File: config.mk
export PLATFORM = sky130hd
export DESIGN_NAME = iad_decode
export DESIGN_NICKNAME = d
export VERILOG_FILES = /design/src/design/iad_pkg.sv /design/src/design/iad_sync_if.sv /design/src/design/iad_sync.sv /design/src/design/iad_decode.sv
export SDC_FILE = /design/constraint.sdc
export NUM_CORES = 1
export LEC_CHECK = 0
export ABC_AREA = 1
export BUFFER_PORTS_ARGS = -buffer_cell sky130_fd_sc_hd__buf_4
export CAP_MARGIN = 10
export CORE_UTILIZATION = 55
export DETAILED_ROUTE_END_ITERATION = 7
export PLACE_DENSITY = 0.85
export SYNTH_ARGS = -nofsm -noshare
export SYNTH_HDL_FRONTEND = slang
export SYNTH_HIERARCHICAL = 1
export SYNTH_SLANG_ARGS = --single-unit
File: constraint.sdc
create_clock -name clk -period 1.63 [get_ports clk]
set_clock_uncertainty 0.05 [all_clocks]
set_input_delay 0.163 -clock clk [delete_from_list [all_inputs] [get_ports clk]]
set_output_delay 0.163 -clock clk [all_outputs]
set_load 0.01 [all_outputs]
File: src/design/iad_pkg.sv
`default_nettype none
// ============================================================================
// Shared constants for the IDE address decode block.
package iad_pkg;
   // Width of the host I/O address that the decoder compares.
   localparam int unsigned ADDR_W = 10;
   // Primary command block, first and last address.
   localparam logic [9:0] PRI_CMD_LO = 10'h1F0;
   localparam logic [9:0] PRI_CMD_HI = 10'h1F7;
   // Secondary command block, first and last address.
   localparam logic [9:0] SEC_CMD_LO = 10'h170;
   localparam logic [9:0] SEC_CMD_HI = 10'h177;
   // Primary control block, first and last address.
   localparam logic [9:0] PRI_CTL_LO = 10'h3F6;
   localparam logic [9:0] PRI_CTL_HI = 10'h3F7;
   // Secondary control block, first and last address.
   localparam logic [9:0] SEC_CTL_LO = 10'h376;
   localparam logic [9:0] SEC_CTL_HI = 10'h377;
   // Eight-bit host window used in XT mode.
   localparam logic [9:0] XT_CMD_LO  = 10'h320;
   localparam logic [9:0] XT_CMD_HI  = 10'h323;
   // Pin synchroniser width and its idle value after reset.
   localparam int unsigned SYNC_W    = 17;
   // Bits: addr[9:0], read_n, write_n, xfer16_n, strap, ide d7, host d7, disk change.
   // Idle means address zero, both strobes and the sixteen-bit request high.
   localparam logic [16:0] SYNC_INIT = 17'h00070;
   // Edges after reset release before the synchronised strap shows the pin level.
   localparam logic [2:0]  STRAP_SETTLE = 3'h4;
   // Phase of the strap capture: Gray coded along the path.
   typedef enum logic [1:0] {
      IAD_CAPTURE = 2'h0,
      IAD_RUN     = 2'h1
   } iad_phase_type;
   // True when an address lies inside an inclusive range.
   function automatic logic in_range(input logic [9:0] a, input logic [9:0] lo,
                                     input logic [9:0] hi);
      in_range = (a >= lo) && (a <= hi);
   endfunction
endpackage
`default_nettype wire

File: src/design/iad_sync_if.sv
`default_nettype none
// ============================================================================
// Carrier between the decoder and its pin synchroniser.
interface iad_sync_if #(parameter int unsigned W = 17);
   logic [W-1:0] raw;   // Pin levels straight from outside.
   logic [W-1:0] clean; // Levels after the synchroniser has agreed on them.
   modport sync_side (input raw, output clean);
   modport user_side (output raw, input clean);
endinterface
`default_nettype wire

File: src/design/iad_sync.sv
`default_nettype none
// ============================================================================
// Three-stage pin synchroniser; a change is taken once stages two and three agree.
module iad_sync #(
   parameter int unsigned        W    = 17,
   parameter logic [W-1:0]       INIT = '0
) (
   input  wire logic             clk,
   input  wire logic             resetn,
   iad_sync_if.sync_side         sif
);
   // All state of the synchroniser in one packed struct.
   typedef struct packed {
      logic [W-1:0] s1;  // Metastability catcher, read only by s2.
      logic [W-1:0] s2;  // Second stage.
      logic [W-1:0] s3;  // Third stage.
      logic [W-1:0] out; // Accepted level.
   } iad_sync_st_type;

   iad_sync_st_type st_r;
   iad_sync_st_type st_nxt;

   // ==========================================================================
   // Next state: a bit moves to the output only when s2 and s3 agree.
   always_comb begin
      st_nxt     = st_r;
      st_nxt.s1  = sif.raw;
      st_nxt.s2  = st_r.s1;
      st_nxt.s3  = st_r.s2;
      for (int i = 0; i < int'(W); i++) begin
         if (st_r.s2[i] == st_r.s3[i]) begin
            st_nxt.out[i] = st_r.s3[i];
         end
      end
   end

   // ==========================================================================
   // Registers take only constants under reset.
   always_ff @(posedge clk or negedge resetn) begin
      if (!resetn) begin
         st_r <= {INIT, INIT, INIT, INIT};
      end else begin
         st_r <= st_nxt;
      end
   end

   assign sif.clean = st_r.out;
endmodule // iad_sync
`default_nettype wire

File: src/design/iad_decode.sv
`default_nettype none
// Behaviour
// AT primary: low enable on 1F0-1F7, 3F6-3F7
// AT secondary: low enable 170-177, 376-377
// XT: low enable on 320-323
// High enable only AT and sixteen-bit active
// High enable only on command block range
// XT never asserts high enable
// AT command select on 1F0/170 block
// XT command select on 320-323
// AT control select on 3F6-3F7 or 376-377
// XT control select on 3F6-3F7
// Adapter mode latches address strap at reset
// Drive signals sixteen-bit transfers low
// Read of control top returns disk change; the code does this in AT mode only
// All selects high when disabled or unmatched
// Held setting picks primary or secondary uniformly
module iad_decode (
   input  wire logic clk,                    // 50 MHz device clock.
   input  wire logic resetn,                 // Asynchronous reset, active low.
   input  wire logic [9:0] host_addr,        // Host I/O address pins.
   input  wire logic host_read_n,            // Host I/O read strobe.
   input  wire logic host_write_n,           // Host I/O write strobe.
   input  wire logic sixteen_bit_xfer_n,     // Drive asks for 16-bit transfers.
   input  wire logic ide_addr_strap,         // Address-control strap pin.
   input  wire logic floppy_disk_change,     // Disk change status pin.
   input  wire logic ide_enable,             // IDE decode enabled.
   input  wire logic xt_mode,                // High selects XT, low selects AT.
   input  wire logic adapter_mode,           // Strap decides the address range.
   input  wire logic cfg_secondary,          // Secondary range when not adapter.
   input  wire logic host_data_bit7_in,      // Host data bit 7, pin level.
   output logic      host_data_bit7_out,     // Host data bit 7, driven level.
   output logic      host_data_bit7_oe_n,    // Low while driving host bit 7.
   input  wire logic ide_data_bit7_in,       // Drive data bit 7, pin level.
   output logic      ide_data_bit7_out,      // Drive data bit 7, driven level.
   output logic      ide_data_bit7_oe_n,     // Low while driving drive bit 7.
   output logic      ide_low_byte_enable_n,  // Low byte buffer enable.
   output logic      ide_high_byte_enable_n, // High byte buffer enable.
   output logic      disk_select_cmd_n,      // Command block chip select.
   output logic      disk_select_ctl_n,      // Control block chip select.
   output logic      secondary_active        // Range in use, for status.
);
   // ==========================================================================
   // Pin synchronisation.
   iad_sync_if #(.W(iad_pkg::SYNC_W)) sif ();

   assign sif.raw = {host_addr, host_read_n, host_write_n, sixteen_bit_xfer_n,
                     ide_addr_strap, ide_data_bit7_in, host_data_bit7_in,
                     floppy_disk_change};

   iad_sync #(.W(iad_pkg::SYNC_W), .INIT(iad_pkg::SYNC_INIT)) u_sync (
      .clk    (clk),
      .resetn (resetn),
      .sif    (sif)
   );

   logic [9:0] addr_s;     // Accepted address.
   logic       rd_n_s;     // Accepted read strobe.
   logic       wr_n_s;     // Accepted write strobe.
   logic       x16_n_s;    // Accepted sixteen-bit indication.
   logic       strap_s;    // Accepted strap level.
   logic       ide_d7_s;   // Accepted drive bit 7.
   logic       host_d7_s;  // Accepted host bit 7.
   logic       dskchg_s;   // Accepted disk change.

   assign {addr_s, rd_n_s, wr_n_s, x16_n_s, strap_s, ide_d7_s, host_d7_s, dskchg_s} =
          sif.clean;

   // ==========================================================================
   // State of the block in one packed struct.
   typedef struct packed {
      iad_pkg::iad_phase_type phase; // Strap capture or normal running.
      logic [2:0] settle;            // Edges spent waiting for the strap.
      logic strap;                   // Latched address strap.
      logic lo_n;                    // Low byte enable.
      logic hi_n;                    // High byte enable.
      logic cmd_n;                   // Command select.
      logic ctl_n;                   // Control select.
      logic hd7;                     // Host bit 7 value.
      logic hd7_oe_n;                // Host bit 7 drive enable.
      logic id7;                     // Drive bit 7 value.
      logic id7_oe_n;                // Drive bit 7 drive enable.
   } iad_state_type;

   iad_state_type st_r;
   iad_state_type st_nxt;

   // Decode terms, shared by next-state logic and assertions.
   logic sec_sel;   // Secondary range chosen.
   logic at_cmd;    // AT command block hit.
   logic at_ctl;    // AT control block hit.
   logic xt_cmd;    // XT window hit.
   logic xt_ctl;    // XT control hit.
   logic rd_top;    // Host read of the top control address.

   // ==========================================================================
   // Range selection and address match.
   always_comb begin
      // The strap only counts once captured; until then the held setting rules.
      if (adapter_mode && st_r.phase == iad_pkg::IAD_RUN) begin
         sec_sel = st_r.strap;
      end else begin
         sec_sel = cfg_secondary;
      end
      if (sec_sel) begin
         at_cmd = iad_pkg::in_range(addr_s, iad_pkg::SEC_CMD_LO, iad_pkg::SEC_CMD_HI);
         at_ctl = iad_pkg::in_range(addr_s, iad_pkg::SEC_CTL_LO, iad_pkg::SEC_CTL_HI);
         rd_top = !rd_n_s && addr_s == iad_pkg::SEC_CTL_HI;
      end else begin
         at_cmd = iad_pkg::in_range(addr_s, iad_pkg::PRI_CMD_LO, iad_pkg::PRI_CMD_HI);
         at_ctl = iad_pkg::in_range(addr_s, iad_pkg::PRI_CTL_LO, iad_pkg::PRI_CTL_HI);
         rd_top = !rd_n_s && addr_s == iad_pkg::PRI_CTL_HI;
      end
      xt_cmd = iad_pkg::in_range(addr_s, iad_pkg::XT_CMD_LO, iad_pkg::XT_CMD_HI);
      xt_ctl = iad_pkg::in_range(addr_s, iad_pkg::PRI_CTL_LO, iad_pkg::PRI_CTL_HI);
   end

   // ==========================================================================
   // Next state of selects, data bit 7 steering and strap capture.
   always_comb begin
      st_nxt          = st_r;
      st_nxt.lo_n     = 1'b1;
      st_nxt.hi_n     = 1'b1;
      st_nxt.cmd_n    = 1'b1;
      st_nxt.ctl_n    = 1'b1;
      st_nxt.hd7_oe_n = 1'b1;
      st_nxt.id7_oe_n = 1'b1;
      // A reset flop may only load constants and the synchroniser is held in
      // reset too, so the strap is followed until the pin level has crossed
      // the three stages. The strap must therefore stay steady a few cycles
      // past the release of reset, as a strap resistor does.
      case (st_r.phase)
         iad_pkg::IAD_CAPTURE: begin
            st_nxt.strap  = strap_s;
            st_nxt.settle = st_r.settle + 3'h1;
            if (st_r.settle == iad_pkg::STRAP_SETTLE) begin
               st_nxt.phase = iad_pkg::IAD_RUN;
            end
         end
         iad_pkg::IAD_RUN: begin
            st_nxt.phase = iad_pkg::IAD_RUN;
         end
         default: begin
            st_nxt.phase = iad_pkg::IAD_CAPTURE;
         end
      endcase
      if (ide_enable) begin
         if (xt_mode) begin
            // Eight-bit window only; the high byte lane stays idle.
            st_nxt.lo_n  = !xt_cmd;
            st_nxt.cmd_n = !xt_cmd;
            st_nxt.ctl_n = !xt_ctl;
            st_nxt.hi_n  = 1'b1;
         end else begin
            st_nxt.lo_n  = !(at_cmd || at_ctl);
            // The drive's indication is trusted only in AT mode.
            st_nxt.hi_n  = !(at_cmd && !x16_n_s);
            st_nxt.cmd_n = !at_cmd;
            st_nxt.ctl_n = !at_ctl;
            // Bit 7 buffering; a read of the top control address answers the
            // disk change bit instead of the drive's own bit.
            if (!rd_n_s && (at_cmd || at_ctl)) begin
               st_nxt.hd7_oe_n = 1'b0;
               st_nxt.hd7      = rd_top ? dskchg_s : ide_d7_s;
            end else if (!wr_n_s && (at_cmd || at_ctl)) begin
               st_nxt.id7_oe_n = 1'b0;
               st_nxt.id7      = host_d7_s;
            end
         end
      end
   end

   // ==========================================================================
   // State register; every field takes a constant under reset.
   always_ff @(posedge clk or negedge resetn) begin
      if (!resetn) begin
         st_r <= '{phase: iad_pkg::IAD_CAPTURE, settle: 3'h0, strap: 1'b0,
                   lo_n: 1'b1, hi_n: 1'b1, cmd_n: 1'b1, ctl_n: 1'b1, hd7: 1'b0,
                   hd7_oe_n: 1'b1, id7: 1'b0, id7_oe_n: 1'b1};
      end else begin
         st_r <= st_nxt;
      end
   end

   // Outputs straight from flip-flops, except secondary_active, which is sec_sel decoded without a register.
   assign ide_low_byte_enable_n  = st_r.lo_n;
   assign ide_high_byte_enable_n = st_r.hi_n;
   assign disk_select_cmd_n      = st_r.cmd_n;
   assign disk_select_ctl_n      = st_r.ctl_n;
   assign host_data_bit7_out     = st_r.hd7;
   assign host_data_bit7_oe_n    = st_r.hd7_oe_n;
   assign ide_data_bit7_out      = st_r.id7;
   assign ide_data_bit7_oe_n     = st_r.id7_oe_n;
   assign secondary_active       = sec_sel;

   // ==========================================================================
   // Assertions guarding the decode, one cycle after the accepted inputs.
   at_low_en_a: assert property (@(posedge clk) disable iff (!resetn)
      (ide_enable && !xt_mode && !sec_sel && addr_s == iad_pkg::PRI_CTL_LO)
      |=> !ide_low_byte_enable_n)
      else $error("Low enable missing on primary control access.");
   sec_low_en_a: assert property (@(posedge clk) disable iff (!resetn)
      (ide_enable && !xt_mode && sec_sel && addr_s == iad_pkg::SEC_CMD_LO)
      |=> !ide_low_byte_enable_n && !disk_select_cmd_n)
      else $error("Secondary command access not enabled.");
   xt_low_en_a: assert property (@(posedge clk) disable iff (!resetn)
      (ide_enable && xt_mode) |=> (ide_low_byte_enable_n != $past(xt_cmd)))
      else $error("XT low enable does not follow the XT window.");
   hi_needs16_a: assert property (@(posedge clk) disable iff (!resetn)
      !ide_high_byte_enable_n |-> !$past(x16_n_s) && !$past(xt_mode))
      else $error("High enable without sixteen-bit indication.");
   hi_cmd_only_a: assert property (@(posedge clk) disable iff (!resetn)
      !ide_high_byte_enable_n |-> !disk_select_cmd_n && disk_select_ctl_n)
      else $error("High enable outside the command block.");
   xt_hi_idle_a: assert property (@(posedge clk) disable iff (!resetn)
      $past(xt_mode) |-> ide_high_byte_enable_n)
      else $error("High enable asserted in XT mode.");
   xt_ctl_sel_a: assert property (@(posedge clk) disable iff (!resetn)
      (ide_enable && xt_mode && addr_s == iad_pkg::PRI_CTL_HI)
      |=> !disk_select_ctl_n && ide_low_byte_enable_n)
      else $error("XT control select wrong.");
   off_idle_a: assert property (@(posedge clk) disable iff (!resetn)
      !ide_enable |=> ide_low_byte_enable_n && ide_high_byte_enable_n &&
                      disk_select_cmd_n && disk_select_ctl_n)
      else $error("Select active while IDE disabled.");
   dskchg_rd_a: assert property (@(posedge clk) disable iff (!resetn)
      (ide_enable && !xt_mode && rd_top)
      |=> !host_data_bit7_oe_n && host_data_bit7_out == $past(dskchg_s))
      else $error("Disk change not returned on control read.");
   strap_hold_a: assert property (@(posedge clk) disable iff (!resetn)
      (st_r.phase == iad_pkg::IAD_RUN) |=> $stable(st_r.strap))
      else $error("Latched strap changed after capture.");

   at16_cv: cover property (@(posedge clk) disable iff (!resetn)
      !ide_high_byte_enable_n && !ide_low_byte_enable_n);
   xt_cv: cover property (@(posedge clk) disable iff (!resetn)
      $past(xt_mode) && !disk_select_cmd_n);
   dskchg_cv: cover property (@(posedge clk) disable iff (!resetn)
      !host_data_bit7_oe_n && $past(rd_top));
endmodule // iad_decode
`default_nettype wire

======== Word level (Yosys, flattened, before mapping) ========
Index checks and enable logic that the tools add are counted.
word-level totals
  output and inout port bits .............. 9
  logic and storage cells ................. 103
  register bits after elaboration ......... 82
  bits of input ports ..................... 23
operators by class
  eq/ne operators ......................... 22
  reductions and logical operators ........ 24
  mux-type cells .......................... 13
  add/sub/neg operators ................... 1
  bitwise gates (word level) .............. 2
  order comparisons ....................... 10
operators by type and width
  kind                    number
  $ge A10 B10 Y1 const B  3
  $le A10 B10 Y1 const B  3
  $eq A10 B10 Y1 const B  2
  $ge A10 B9 Y1 const B   2
  $le A10 B9 Y1 const B   2
  $eq A1 B1 Y1            17
  $logic_and A1 B1 Y1     11
  $logic_not A1 Y1        9
  $mux W2                 4
  $mux W4                 2
  $mux W8                 1
  $mux W1                 5
  $pmux W2 S2             1
  $reduce_and A4 Y1       1
  $add A3 B1 Y3 const B   1
  $eq A3 B3 Y1 const B    1
  $reduce_and A3 Y1       1
  $eq A2 B1 Y1 const B    1
  $logic_not A2 Y1        1
  $ne A2 B2 Y1 const B    1
  $not A1 Y1              2
  $logic_or A1 B1 Y1      1

======== Longest topological paths before layout ========
Gate-level depths: netlist of the first run.
  word-level depth ........................ 10
  mapped depth ............................ 11
  gate-level depth less buffers ........... 10

======== Cells and area by module ========
Netlist of the first run, hierarchy kept.
modules (own cells, without submodules)
  module      cells each  times used  area an instance (um^2)  seq. area each (um^2)
  iad_sync    153         1           2120.8                   1716.6
  iad_decode  100         1           780.7                    332.8

======== Worst setup path before layout of the first run ========
OpenSTA, ideal clock, no wires.
  kind .................................... reg-to-reg
  start ................................... register u_sync.st_r (netlist bit u_sync/sif.clean[10])
  end ..................................... register st_r (netlist bit host_data_bit7_out)
  stages on the path, launching flop included .. 10
  path slack .............................. 0.291 ns
  arrival ................................. 1.172 ns
  required time ........................... 1.463 ns
  setup time .............................. 0.117 ns
  period minus slack after synthesis ...... 1.339 ns
  cell sequence ........................... dfrtp_1 > buf_4 > nor3_2 > nand3_2 > nand2_2 > nand2_2 > nand2_4 > nand3_1 > nand2_1 > nand2_1
between the ends
  word-level cells in the longest chain between the ends .. 6
  elaborated cells between the ends (all ways) .. 23
  classes of those cells .................. 8 x order compare; 2 x eq/ne; 4 x mux; 9 x reduce/logical
RTL lines
  element                                      RTL line           text
  from (decl)                                  iad_sync.sv:20     iad_sync_st_type st_r;
  from (signal assigned)                       iad_sync.sv:41     st_r <= {INIT, INIT, INIT, INIT};
  from (signal assigned)                       iad_sync.sv:43     st_r <= st_nxt;
  $ge A10 B9 Y1, or another cell as far along  iad_pkg.sv:37      in_range = (a >= lo) && (a <= hi);
  $logic_and A1 B1 Y1                          iad_pkg.sv:37
  $mux W1                                      iad_decode.sv:105  if (sec_sel) begin
  $logic_or A1 B1 Y1                           iad_decode.sv:162  if (!rd_n_s && (at_cmd || at_ctl)) begin
  $logic_and A1 B1 Y1                          iad_decode.sv:162
  $reduce_and A3 Y1 (no source line)           n/a
  to (signal assigned)                         iad_decode.sv:177  st_r <= '{phase: iad_pkg::IAD_CAPTURE, settle: 3'h0, strap: 1'b0,
  to (signal assigned)                         iad_decode.sv:181  st_r <= st_nxt;
  to (decl)                                    iad_decode.sv:85   iad_state_type st_r;
Several ways; a longest one is shown, not always the timed one.
A chain may end at the register's enable or synchronous reset.

======== Worst setup path after layout of the first run ========
  start ................................... register u_sync.st_r (netlist bit u_sync/sif.clean[16])
  end ..................................... register st_r (netlist bit host_data_bit7_out)
Same word-level chain as after synthesis.

==> flow_summary.json, run 1 <==
{
  "synth_nets": 278,
  "post-synth-top-count-cell": "sky130_fd_sc_hd__dfrtp_1",
  "final_min_period_over_clock_period": 0.876,
  "start_util": 0.568,
  "worstSetupStartpoint": "u_sync/sif.clean[16]",
  "antenna-diode-count": 0,
  "most_area_consuming_cells_after_synthesis": "sky130_fd_sc_hd__dfrtp_1 54%, sky130_fd_sc_hd__dfstp_2 16%, sky130_fd_sc_hd__nand2_1 6.2%",
  "htree_num_levels": 3,
  "crit-reg2reg-launch": "u_sync/sif.clean[16]",
  "die-area_mm2": 0.00557,
  "report.final.setup_viol": 0,
  "portBuffers": 31,
  "postSynthAreaPerCell_um2": 11.5,
  "cts_setup_buffers": 0,
  "remaining_drc_errors": 1,
  "route.final.wire_length_mm": 4.05,
  "unrepaired_setup_endpoints_after_global_routing": "no",
  "dieWidth_um": 74.6,
  "number_of_global_route_vias_before_repair": 1658,
  "worst_setup_path_start_kind": "register",
  "number_of_maximum_capacitance_violations": 0,
  "routedWlPerCell_um": 10.8,
  "register_area_mm2": 0.00205,
  "post_cts_resize_count": 0,
  "timing.critical_path.to": "host_data_bit7_out",
  "critical-path-top-cell-by-count": "sky130_fd_sc_hd__nand2_1",
  "async_reset_ff_frac": 1.00,
  "ant_nets": 0,
  "netlist_instances": 253,
  "finalHoldViolations": 0,
  "antenna_found_initial": 0,
  "yosysWarningCount": 6,
  "fmax_mhz": 700,
  "area_growth_syn_to_fin_pct": 21.4,
  "clk_root_buffer_cell": "sky130_fd_sc_hd__clkbuf_8",
  "yosys.cell_types.count": 24,
  "overflow": 0,
  "number_of_cts_inserted_buffers": 9,
  "pin_count": 32,
  "fillCellCount": 394,
  "gp_congestion": 0.847,
  "total_leakage_power_uw": 0.00169,
  "first_pass_iters": 8,
  "min_path_type": "in2reg",
  "critical-path-max-stage-delay_ns": 0.42,
  "slew_viol_final": 0,
  "vias_per_cell": 4.64,
  "synth.top_cells.by_count": "63 x sky130_fd_sc_hd__dfrtp_1, 48 x sky130_fd_sc_hd__nand2_1, 31 x sky130_fd_sc_hd__inv_1",
  "ctsLongestPathBuffers": 2,
  "critical_path.reg2reg.endpoint": "host_data_bit7_out",
  "skew_pair_late_insertion_delay_ns": 0.35,
  "timing.setup.critical_path_class": "reg2reg",
  "worstPathArrival_ns": 1.61,
  "max_slew.worst_pin.slew_ns": 0.454,
  "worst-r2r-setup-slack_ns": 0.20,
  "drt_iter0_markers": 80,
  "final.setup.tns_ns": 0,
  "ir_worst_vdd_mv": 0.615,
  "synth_edf_count": 0,
  "layout-drive-gt1-share": 0.266,
  "postCtsHoldBufs": 19,
  "layout_min_cycle_time_ns": 1.43,
  "worst_hold_path.num_cells": 3,
  "power.density_cell_area_mw_per_mm2": 1160,
  "place_hpwl_mm": 2.77,
  "cp_cell_sequence": "inv_1 -> nand2_1 -> nor2_1 -> nand4_1 -> nand2_2 -> nand2_4 -> nand2_4 -> nand3_1 -> nand2_1 -> nand2_1",
  "multiInputGateArea_um2": 602,
  "cts_tree": "yes",
  "post-route-util": 0.690,
  "gr-usage-all-layers": 0.176,
  "chipHeight_um": 74.6,
  "timing.critical_path.fanout_max": 6,
  "nets": 324,
  "synth.yosys.seq_area_share": 0.706,
  "failed_checks": "design-rule violations",
  "critPathCaptureType": "register",
  "synth_top_area_cell": "sky130_fd_sc_hd__dfrtp_1",
  "clock-sinks": 81,
  "core.rowCount": 26,
  "post-synth-top-area-fraction": 0.543,
  "grt_max_degree": 39,
  "coreArea_mm2": 0.00511,
  "max_stage_delay_cell_worst_path": "sky130_fd_sc_hd__dfrtp_1",
  "grt_first_pass_wirelength_mm": 6.82,
  "synthFlopType": "sky130_fd_sc_hd__dfrtp_1",
  "ys_ff_latch": 81,
  "cts.clk_slew.worst_paths_ns": 0.07,
  "reg2regPathDepth": 10,
  "status": "complete, but fails checks",
  "synthesis.area_mm2": 0.00290,
  "num_vias": 1736,
  "worst_ep_required_time_ns": 1.82,
  "timing.slew.headroom": 0.698
}
-- kinds of logic after synthesis --
group,count (synthesis),synth area share
AOI/OAI and AO/OA,22,0.0392
xor gates and xnor gates,2,0.00604
adders and majority gates,2,0.00862
buffers and inverters,49,0.0862
DFF,81,0.706
and+or+nand+nor,97,0.154
-- flip-flops by register name, indices dropped and copies added, names as in the netlist --
register and count:
u_sync/st_nxt 34, u_sync/sif.clean 17, u_sync/st_r 17, st_r 5, disk_select_cmd_n 1, disk_select_ctl_n 1, host_data_bit7_oe_n 1, host_data_bit7_out 1
ide_data_bit7_oe_n 1, ide_data_bit7_out 1, ide_high_byte_enable_n 1, ide_low_byte_enable_n 1
-- per-layer routing --
| layer | up-vias | track usage | wire length [µm] |
|---|---|---|---|
| li1 | 861 | - | - |
| met1 | 821 | 0.209 | 1830 |
| met2 | 44 | 0.268 | 1920 |
| met3 | 10 | 0.0602 | 195 |
| met4 | 0 | 0.128 | 105 |
| met5 | - | 0 | 0 |
-- worst max-delay path: cells and delay by family, from the launching register on --
kind / cells / cell delay [ns]
flops: 1 / 0.42
simple gates: 9 / 0.74
buf+inv: 1 / 0.10
-- cells in the final DEF, fill, tap and decap left out, types with 2 or more instances in the layout --
cell type,count
sky130_fd_sc_hd__nor2_2,2
sky130_fd_sc_hd__nand2_1,48
sky130_fd_sc_hd__buf_4,32
sky130_fd_sc_hd__nor2_1,24
sky130_fd_sc_hd__dfstp_2,18
sky130_fd_sc_hd__nand3_1,6
sky130_fd_sc_hd__clkinv_2,3
sky130_fd_sc_hd__dlygate4sd3_1,19
sky130_fd_sc_hd__inv_1,31
sky130_fd_sc_hd__nand4_1,3
sky130_fd_sc_hd__clkbuf_8,9
sky130_fd_sc_hd__nand3_2,2
sky130_fd_sc_hd__ha_1,2
sky130_fd_sc_hd__bufinv_16,2
sky130_fd_sc_hd__dfrtp_1,63
sky130_fd_sc_hd__a21oi_1,19
sky130_fd_sc_hd__nand2_2,5
sky130_fd_sc_hd__nand2_4,3
-- worst min-delay path by stage --
stage	from	end	slack (ns)
floorplan	resetn	host_data_bit7_out	-0.18
global placement	resetn	u_sync/st_nxt[36]	0.09
detailed placement	resetn	u_sync/st_nxt[36]	0.1
CTS	ide_enable	disk_select_cmd_n	0.06
global route	ide_enable	disk_select_cmd_n	0.08
finish	ide_enable	disk_select_cmd_n	0.08
-- cell type report --
cell class | instances | area share
clock inverters | 6 | 0.0234
clock buffers | 10 | 0.0362
well taps | 70 | 0.0249
multi-input cells | 123 | 0.171
inverters | 32 | 0.0348
repair buffers | 52 | 0.128
flip-flops and latches | 81 | 0.582
-- where the power goes --
group          internal [µW]  total (µW)  switching, µW
Combinational            165         344            179
Sequential              2160        2250           87.8
Clock                    854        1510            652
-- stage by stage --
step | worst slack [ns] | total power, µW | instance area, µm² | instances | hold slack (ns)
6_report | 0.202 | 4100 | 3520 | 374 | 0.0803
5_1_grt | 0.0628 | 4300 | 3520 | 374 | 0.0822
4_1_cts | 0.187 | 4160 | 3520 | 374 | 0.0573
3_5_place_dp | 0.217 | 2600 | 3120 | 339 | 0.0977
3_3_place_gp | 0.331 | 2580 | 3120 | 339 | 0.0899
2_1_floorplan | 0.291 | 2480 | 2900 | 253 | -0.183
(Power assumes the default switching activity.)
==> inputs of run 2 (changes only) <==
Settings changed: CORE_ASPECT_RATIO set to 1.1.
==> run 2 against run 1 <==
Effect of this change:
- the flow still finishes with violations (design-rule violations)
- cell area shrank 0.32%
- non-clock buffer count is the same
- combinational power grew 1%
- global-route usage grew 0.74 points
- via count grew 3.7%
- clock-buffer cell count grew 3
- largest cell class unchanged
==> flow_summary.json, run 2 (same netlist as run 1, synthesis figures left out) <==
{
  "overflow": 0,
  "die-area_mm2": 0.00557,
  "critPathCaptureType": "register",
  "remaining_drc_errors": 3,
  "timing.slew.headroom": 0.786,
  "fillCellCount": 366,
  "report.final.setup_viol": 0,
  "drt_iter0_markers": 177,
  "cts_tree": "yes",
  "number_of_maximum_capacitance_violations": 0,
  "placed_cell_area_mm2": 0.00311,
  "num_vias": 1801,
  "ctsLongestPathBuffers": 2,
  "chipHeight_um": 78.2,
  "route.final.wire_length_mm": 4.26,
  "first_pass_iters": 7,
  "design_power_total_uw": 4150,
  "routedWlPerCell_um": 11.8,
  "most_common_library_cell_in_the_layout_ignoring_fill_and_taps": "sky130_fd_sc_hd__dfrtp_1",
  "skew_pair_late_insertion_delay_ns": 0.34,
  "core.rowCount": 27,
  "number_of_global_route_vias_before_repair": 1671,
  "clk_root_buffer_cell": "sky130_fd_sc_hd__clkbuf_8",
  "finalHoldViolations": 0,
  "layout_min_cycle_time_ns": 1.47,
  "timing.setup.critical_path_class": "in2reg",
  "final_min_period_over_clock_period": 0.900,
  "area_growth_syn_to_fin_pct": 21.0,
  "power.density_cell_area_mw_per_mm2": 1180,
  "place_hpwl_mm": 2.91,
  "antenna_found_initial": 0,
  "layout.cell_area.non_filler_mm2": 0.00351,
  "ant_nets": 0,
  "timing.critical_path.fanout_max": 6,
  "clock-sinks": 81,
  "gr-usage-all-layers": 0.183,
  "gp_congestion": 0.899,
  "post_cts_resize_count": 0,
  "worst_ep_required_time_ns": 1.81,
  "worst_hold_slack_ns": 0.0680,
  "cts.clk_slew.worst_paths_ns": 0.07,
  "worst-r2r-setup-slack_ns": 0.19,
  "layout.cells.most_common_list": "63 x sky130_fd_sc_hd__dfrtp_1, 48 x sky130_fd_sc_hd__nand2_1, 32 x sky130_fd_sc_hd__buf_4, 31 x sky130_fd_sc_hd__inv_1, 24 x sky130_fd_sc_hd__nor2_1",
  "worst_setup_path_start_kind": "input port",
  "coreArea_mm2": 0.00503,
  "antenna-diode-count": 0,
  "slew_viol_final": 0,
  "cts_setup_buffers": 0,
  "pin_count": 32,
  "total_leakage_power_uw": 0.00169,
  "layout-drive-gt1-share": 0.260,
  "dieWidth_um": 71.3,
  "fmax_mhz": 681,
  "grt_first_pass_wirelength_mm": 7.57,
  "max_slew.worst_pin.slew_ns": 0.319,
  "max_ffs_per_register": 34,
  "htree_num_levels": 3,
  "grt_max_degree": 53,
  "ir_worst_vdd_mv": 0.795,
  "unrepaired_setup_endpoints_after_global_routing": "no",
  "failed_checks": "design-rule violations",
  "status": "complete, but fails checks",
  "postCtsHoldBufs": 19,
  "number_of_cts_inserted_buffers": 9,
  "nets": 324,
  "min_path_type": "in2reg",
  "portBuffers": 31,
  "final.setup.tns_ns": 0,
  "worstPathArrival_ns": 1.65,
  "vias_per_cell": 4.98,
  "start_util": 0.576
}
[run 2: cell types whose count changed in the layout (fill, tap and decap cells not counted), sizes merged]
cell      delta
clkbuf       +3
clkinvlp     -1
clkinv       -2
[run 2: area by class of cell]
cell class                      count  area (µm²)  area share
Tap cell                           58        72.6      0.0207
Inverter                           32         123      0.0349
Sequential cell                    81        2050       0.584
Multi-Input combinational cell    123         602       0.171
Clock buffer                       13         149      0.0424
Clock inverter                      3        65.1      0.0185
Timing Repair Buffer               52         450       0.128
[run 2: report_power, final]
group	switching [µW]	internal, µW	leakage, µW
logic	183	165	0.000659
registers	90.6	2160	0.000925
clock network	644	904	0.000108
total	917	3230	0.00169
[run 2: worst paths after layout]
| check | endpoint | cells past startpoint | start |
|---|---|---|---|
| max in group asynchronous | u_sync/st_nxt[39] | 3 | resetn |
| max reg2reg | ide_data_bit7_out | 9 | u_sync/sif.clean[14] |
| min reg2reg | u_sync/st_nxt[26] | 0 | u_sync/st_nxt[43] |
| min | disk_select_cmd_n | 3 | ide_enable |
| max | ide_data_bit7_out | 8 | xt_mode |
| min in group asynchronous | u_sync/st_nxt[46] | 2 | resetn |
[run 2: routing by layer]
| layer | share of wire | vias to the layer above | track usage |
|---|---|---|---|
| met5 | 0 | - | 0 |
| li1 | - | 861 | - |
| met4 | 0.025 | 0 | 0.0920 |
| met1 | 0.43 | 871 | 0.241 |
| met3 | 0.050 | 13 | 0.0565 |
| met2 | 0.49 | 56 | 0.277 |
[run 2: metrics by stage]
stage / setup slack, ns / utilization / instances
finish: 0.162 / 0.697 / 362
global route: 0.0504 / 0.697 / 362
CTS: 0.168 / 0.697 / 362
detailed placement: 0.206 / 0.617 / 327
global placement: 0.314 / 0.617 / 327
floorplan: 0.291 / - / 253
[run 2: worst max-delay path, cell delays in order]
cell                            delay (ns)
sky130_fd_sc_hd__dlygate4sd3_1        0.54
sky130_fd_sc_hd__buf_4                0.15
sky130_fd_sc_hd__nor2_2               0.23
sky130_fd_sc_hd__inv_1                0.08
sky130_fd_sc_hd__nor3_1               0.27
sky130_fd_sc_hd__nand2_2              0.09
sky130_fd_sc_hd__nand2_1              0.07
sky130_fd_sc_hd__nand2_1              0.05
==> inputs of run 3 (changes only) <==
Settings changed: CORE_UTILIZATION 55 to 57, PLACE_DENSITY 0.85 to 0.87.
==> run 3 against run 2 <==
Effect of this change:
- wire length is 0.12% higher
- critical endpoint is now host_data_bit7_out
- clock power up 10%
- largest cell class unchanged
- the flow now finishes without violations
- critical path depth is 2 higher
- sequential share of layout area down 0.62 points
- global-route usage decreased by 0.073 points
- combinational power hardly changed
- largest power group unchanged
==> flow_summary.json, run 3 (same netlist as run 1, synthesis figures left out) <==
{
  "cts.clk_slew.worst_paths_ns": 0.07,
  "clock-sinks": 81,
  "chipHeight_um": 76.8,
  "status": "finished clean",
  "min_path_type": "in2reg",
  "drt_iter0_markers": 73,
  "switching_part_of_the_total": 0.215,
  "area_growth_syn_to_fin_pct": 22.3,
  "htree_num_levels": 3,
  "grt_max_degree": 38,
  "gr-usage-all-layers": 0.183,
  "finalHoldViolations": 0,
  "num_vias": 1744,
  "fmax_mhz": 692,
  "max_slew.worst_pin.slew_ns": 0.442,
  "most_common_library_cell_in_the_layout_ignoring_fill_and_taps": "sky130_fd_sc_hd__dfrtp_1",
  "final_min_period_over_clock_period": 0.887,
  "route.final.wire_length_mm": 4.26,
  "pwr-share-clk": 0.397,
  "number_of_global_route_vias_before_repair": 1716,
  "finish.cell_count_without_fillers": 363,
  "critical-path-max-stage-delay_ns": 0.45,
  "max_ffs_per_register": 34,
  "layout_min_cycle_time_ns": 1.45,
  "critical-path-top-cell-by-count": "sky130_fd_sc_hd__nand2_1",
  "portBuffers": 31,
  "unrepaired_setup_endpoints_after_global_routing": "no",
  "max_stage_delay_cell_worst_path": "sky130_fd_sc_hd__dfrtp_1",
  "layout.cell_area.non_filler_mm2": 0.00355,
  "core.rowCount": 26,
  "slew_viol_final": 0,
  "layout.cells.most_common_list": "63 x sky130_fd_sc_hd__dfrtp_1, 48 x sky130_fd_sc_hd__nand2_1, 36 x sky130_fd_sc_hd__buf_4, 31 x sky130_fd_sc_hd__inv_1, 24 x sky130_fd_sc_hd__nor2_1",
  "pin_count": 32,
  "fillCellCount": 336,
  "cp_cell_sequence": "inv_1 -> nand2_1 -> nor2_1 -> nand3_1 -> nand2_1 -> nand2_2 -> nand2_4 -> nand3_1 -> nand2_1 -> nand2_1",
  "ir_worst_vdd_mv": 0.839,
  "timing.slew.headroom": 0.705,
  "ant_nets": 0,
  "die-area_mm2": 0.00538,
  "total_leakage_power_uw": 0.00171,
  "vias_per_cell": 4.80,
  "timing.setup.critical_path_class": "reg2reg",
  "dp.cells": 328,
  "dieWidth_um": 70.0,
  "coreArea_mm2": 0.00478,
  "p_seq_frac": 0.522,
  "pwr-share-comb": 0.081,
  "grt_first_pass_wirelength_mm": 7.35,
  "report.final.setup_viol": 0,
  "remaining_drc_errors": 0,
  "worst_ep_required_time_ns": 1.82,
  "gp_congestion": 0.803,
  "timing.critical_path.fanout_max": 6,
  "routedWlPerCell_um": 11.7,
  "ctsLongestPathBuffers": 2,
  "clk_root_buffer_cell": "sky130_fd_sc_hd__clkbuf_8",
  "internal_power_uw": 3380,
  "placed_cell_area_mm2": 0.00311,
  "cts_tree": "yes",
  "skew_pair_late_insertion_delay_ns": 0.34,
  "total_switching_power_uw": 926,
  "place_hpwl_mm": 2.82,
  "critPathCaptureType": "register",
  "final.setup.tns_ns": 0,
  "layout-drive-gt1-share": 0.274,
  "worstPathArrival_ns": 1.63,
  "number_of_cts_inserted_buffers": 9,
  "worst_setup_path_start_kind": "register",
  "nets": 327,
  "number_of_maximum_capacitance_violations": 0,
  "power.density_cell_area_mw_per_mm2": 1210,
  "antenna_found_initial": 0,
  "antenna-diode-count": 0,
  "start_util": 0.607,
  "design_power_total_uw": 4310,
  "first_pass_iters": 4,
  "overflow": 0
}
[run 3: cell count changes in the layout (fill, tap and decap cells not counted), sizes merged]
cell      change
buf           +3
clkbuf        -2
clkinvlp      +1
bufinv        +1
[run 3: final cells by class]
class,count,area (µm²),share of cell area
Inverter,32,123,0.0346
Timing Repair Buffer,55,460,0.130
Clock buffer,11,141,0.0398
Clock inverter,5,103,0.0289
Sequential cell,81,2050,0.578
Tap cell,56,70.1,0.0197
Multi-Input combinational cell,123,602,0.170
[run 3: critical path, delay by kind of cell, from the launching register on]
kind / cells / cell delay, ns
simple gates: 9 / 0.75
flops: 1 / 0.45
buf+inv: 1 / 0.09
[run 3: path summary, 6_finish.rpt]
kind                                           end            startpoint  slack, ns  cells after the start
max in group asynchronous        u_sync/st_nxt[40]                resetn       0.65                      3
worst min-delay path             disk_select_cmd_n            ide_enable       0.07                      3
min in group asynchronous                 st_r[10]                resetn       0.26                      2
worst max register to register  host_data_bit7_out  u_sync/sif.clean[14]       0.18                     10
worst min register to register   u_sync/st_nxt[17]     u_sync/st_nxt[34]       0.30                      0
worst max-delay path            host_data_bit7_out  u_sync/sif.clean[14]       0.18                     10
[run 3: routing by layer]
metal  up-vias  share of wire  track usage
li1        867              -            -
met1       828           0.45        0.219
met2        38           0.48        0.288
met3        11          0.047       0.0683
met4         0          0.022       0.0940
met5         -              0            0
[run 3: stage by stage]
| stage | util | hold WS [ns] | setup slack (ns) |
|---|---|---|---|
| final | 0.742 | 0.0747 | 0.185 |
| after global routing | 0.742 | 0.0853 | 0.0231 |
| after CTS | 0.742 | 0.0440 | 0.193 |
| after detailed placement | 0.651 | 0.0910 | 0.207 |
| after global placement | 0.651 | 0.0858 | 0.317 |
| after floorplan | - | -0.183 | 0.291 |
[run 3: repair_timing]
| item | 4_1_cts | 5_1_grt |
|---|---|---|
| endpoints found under the hold margin | 38 | 0 |
| setup buffers | 0 | 0 |
| hold buffers | 19 | 0 |
| gates resized for setup | 0 | 0 |
[run 3: power groups by stage]
stage                     sequential [µW]  clock (µW)  combinational, µW
final                                2250        1710                347
after floorplan                      2270           0                216
after detailed placement             2290           0                313
after global routing                 2270        1850                390
after global placement               2280           0                299
after CTS                            2250        1770                350
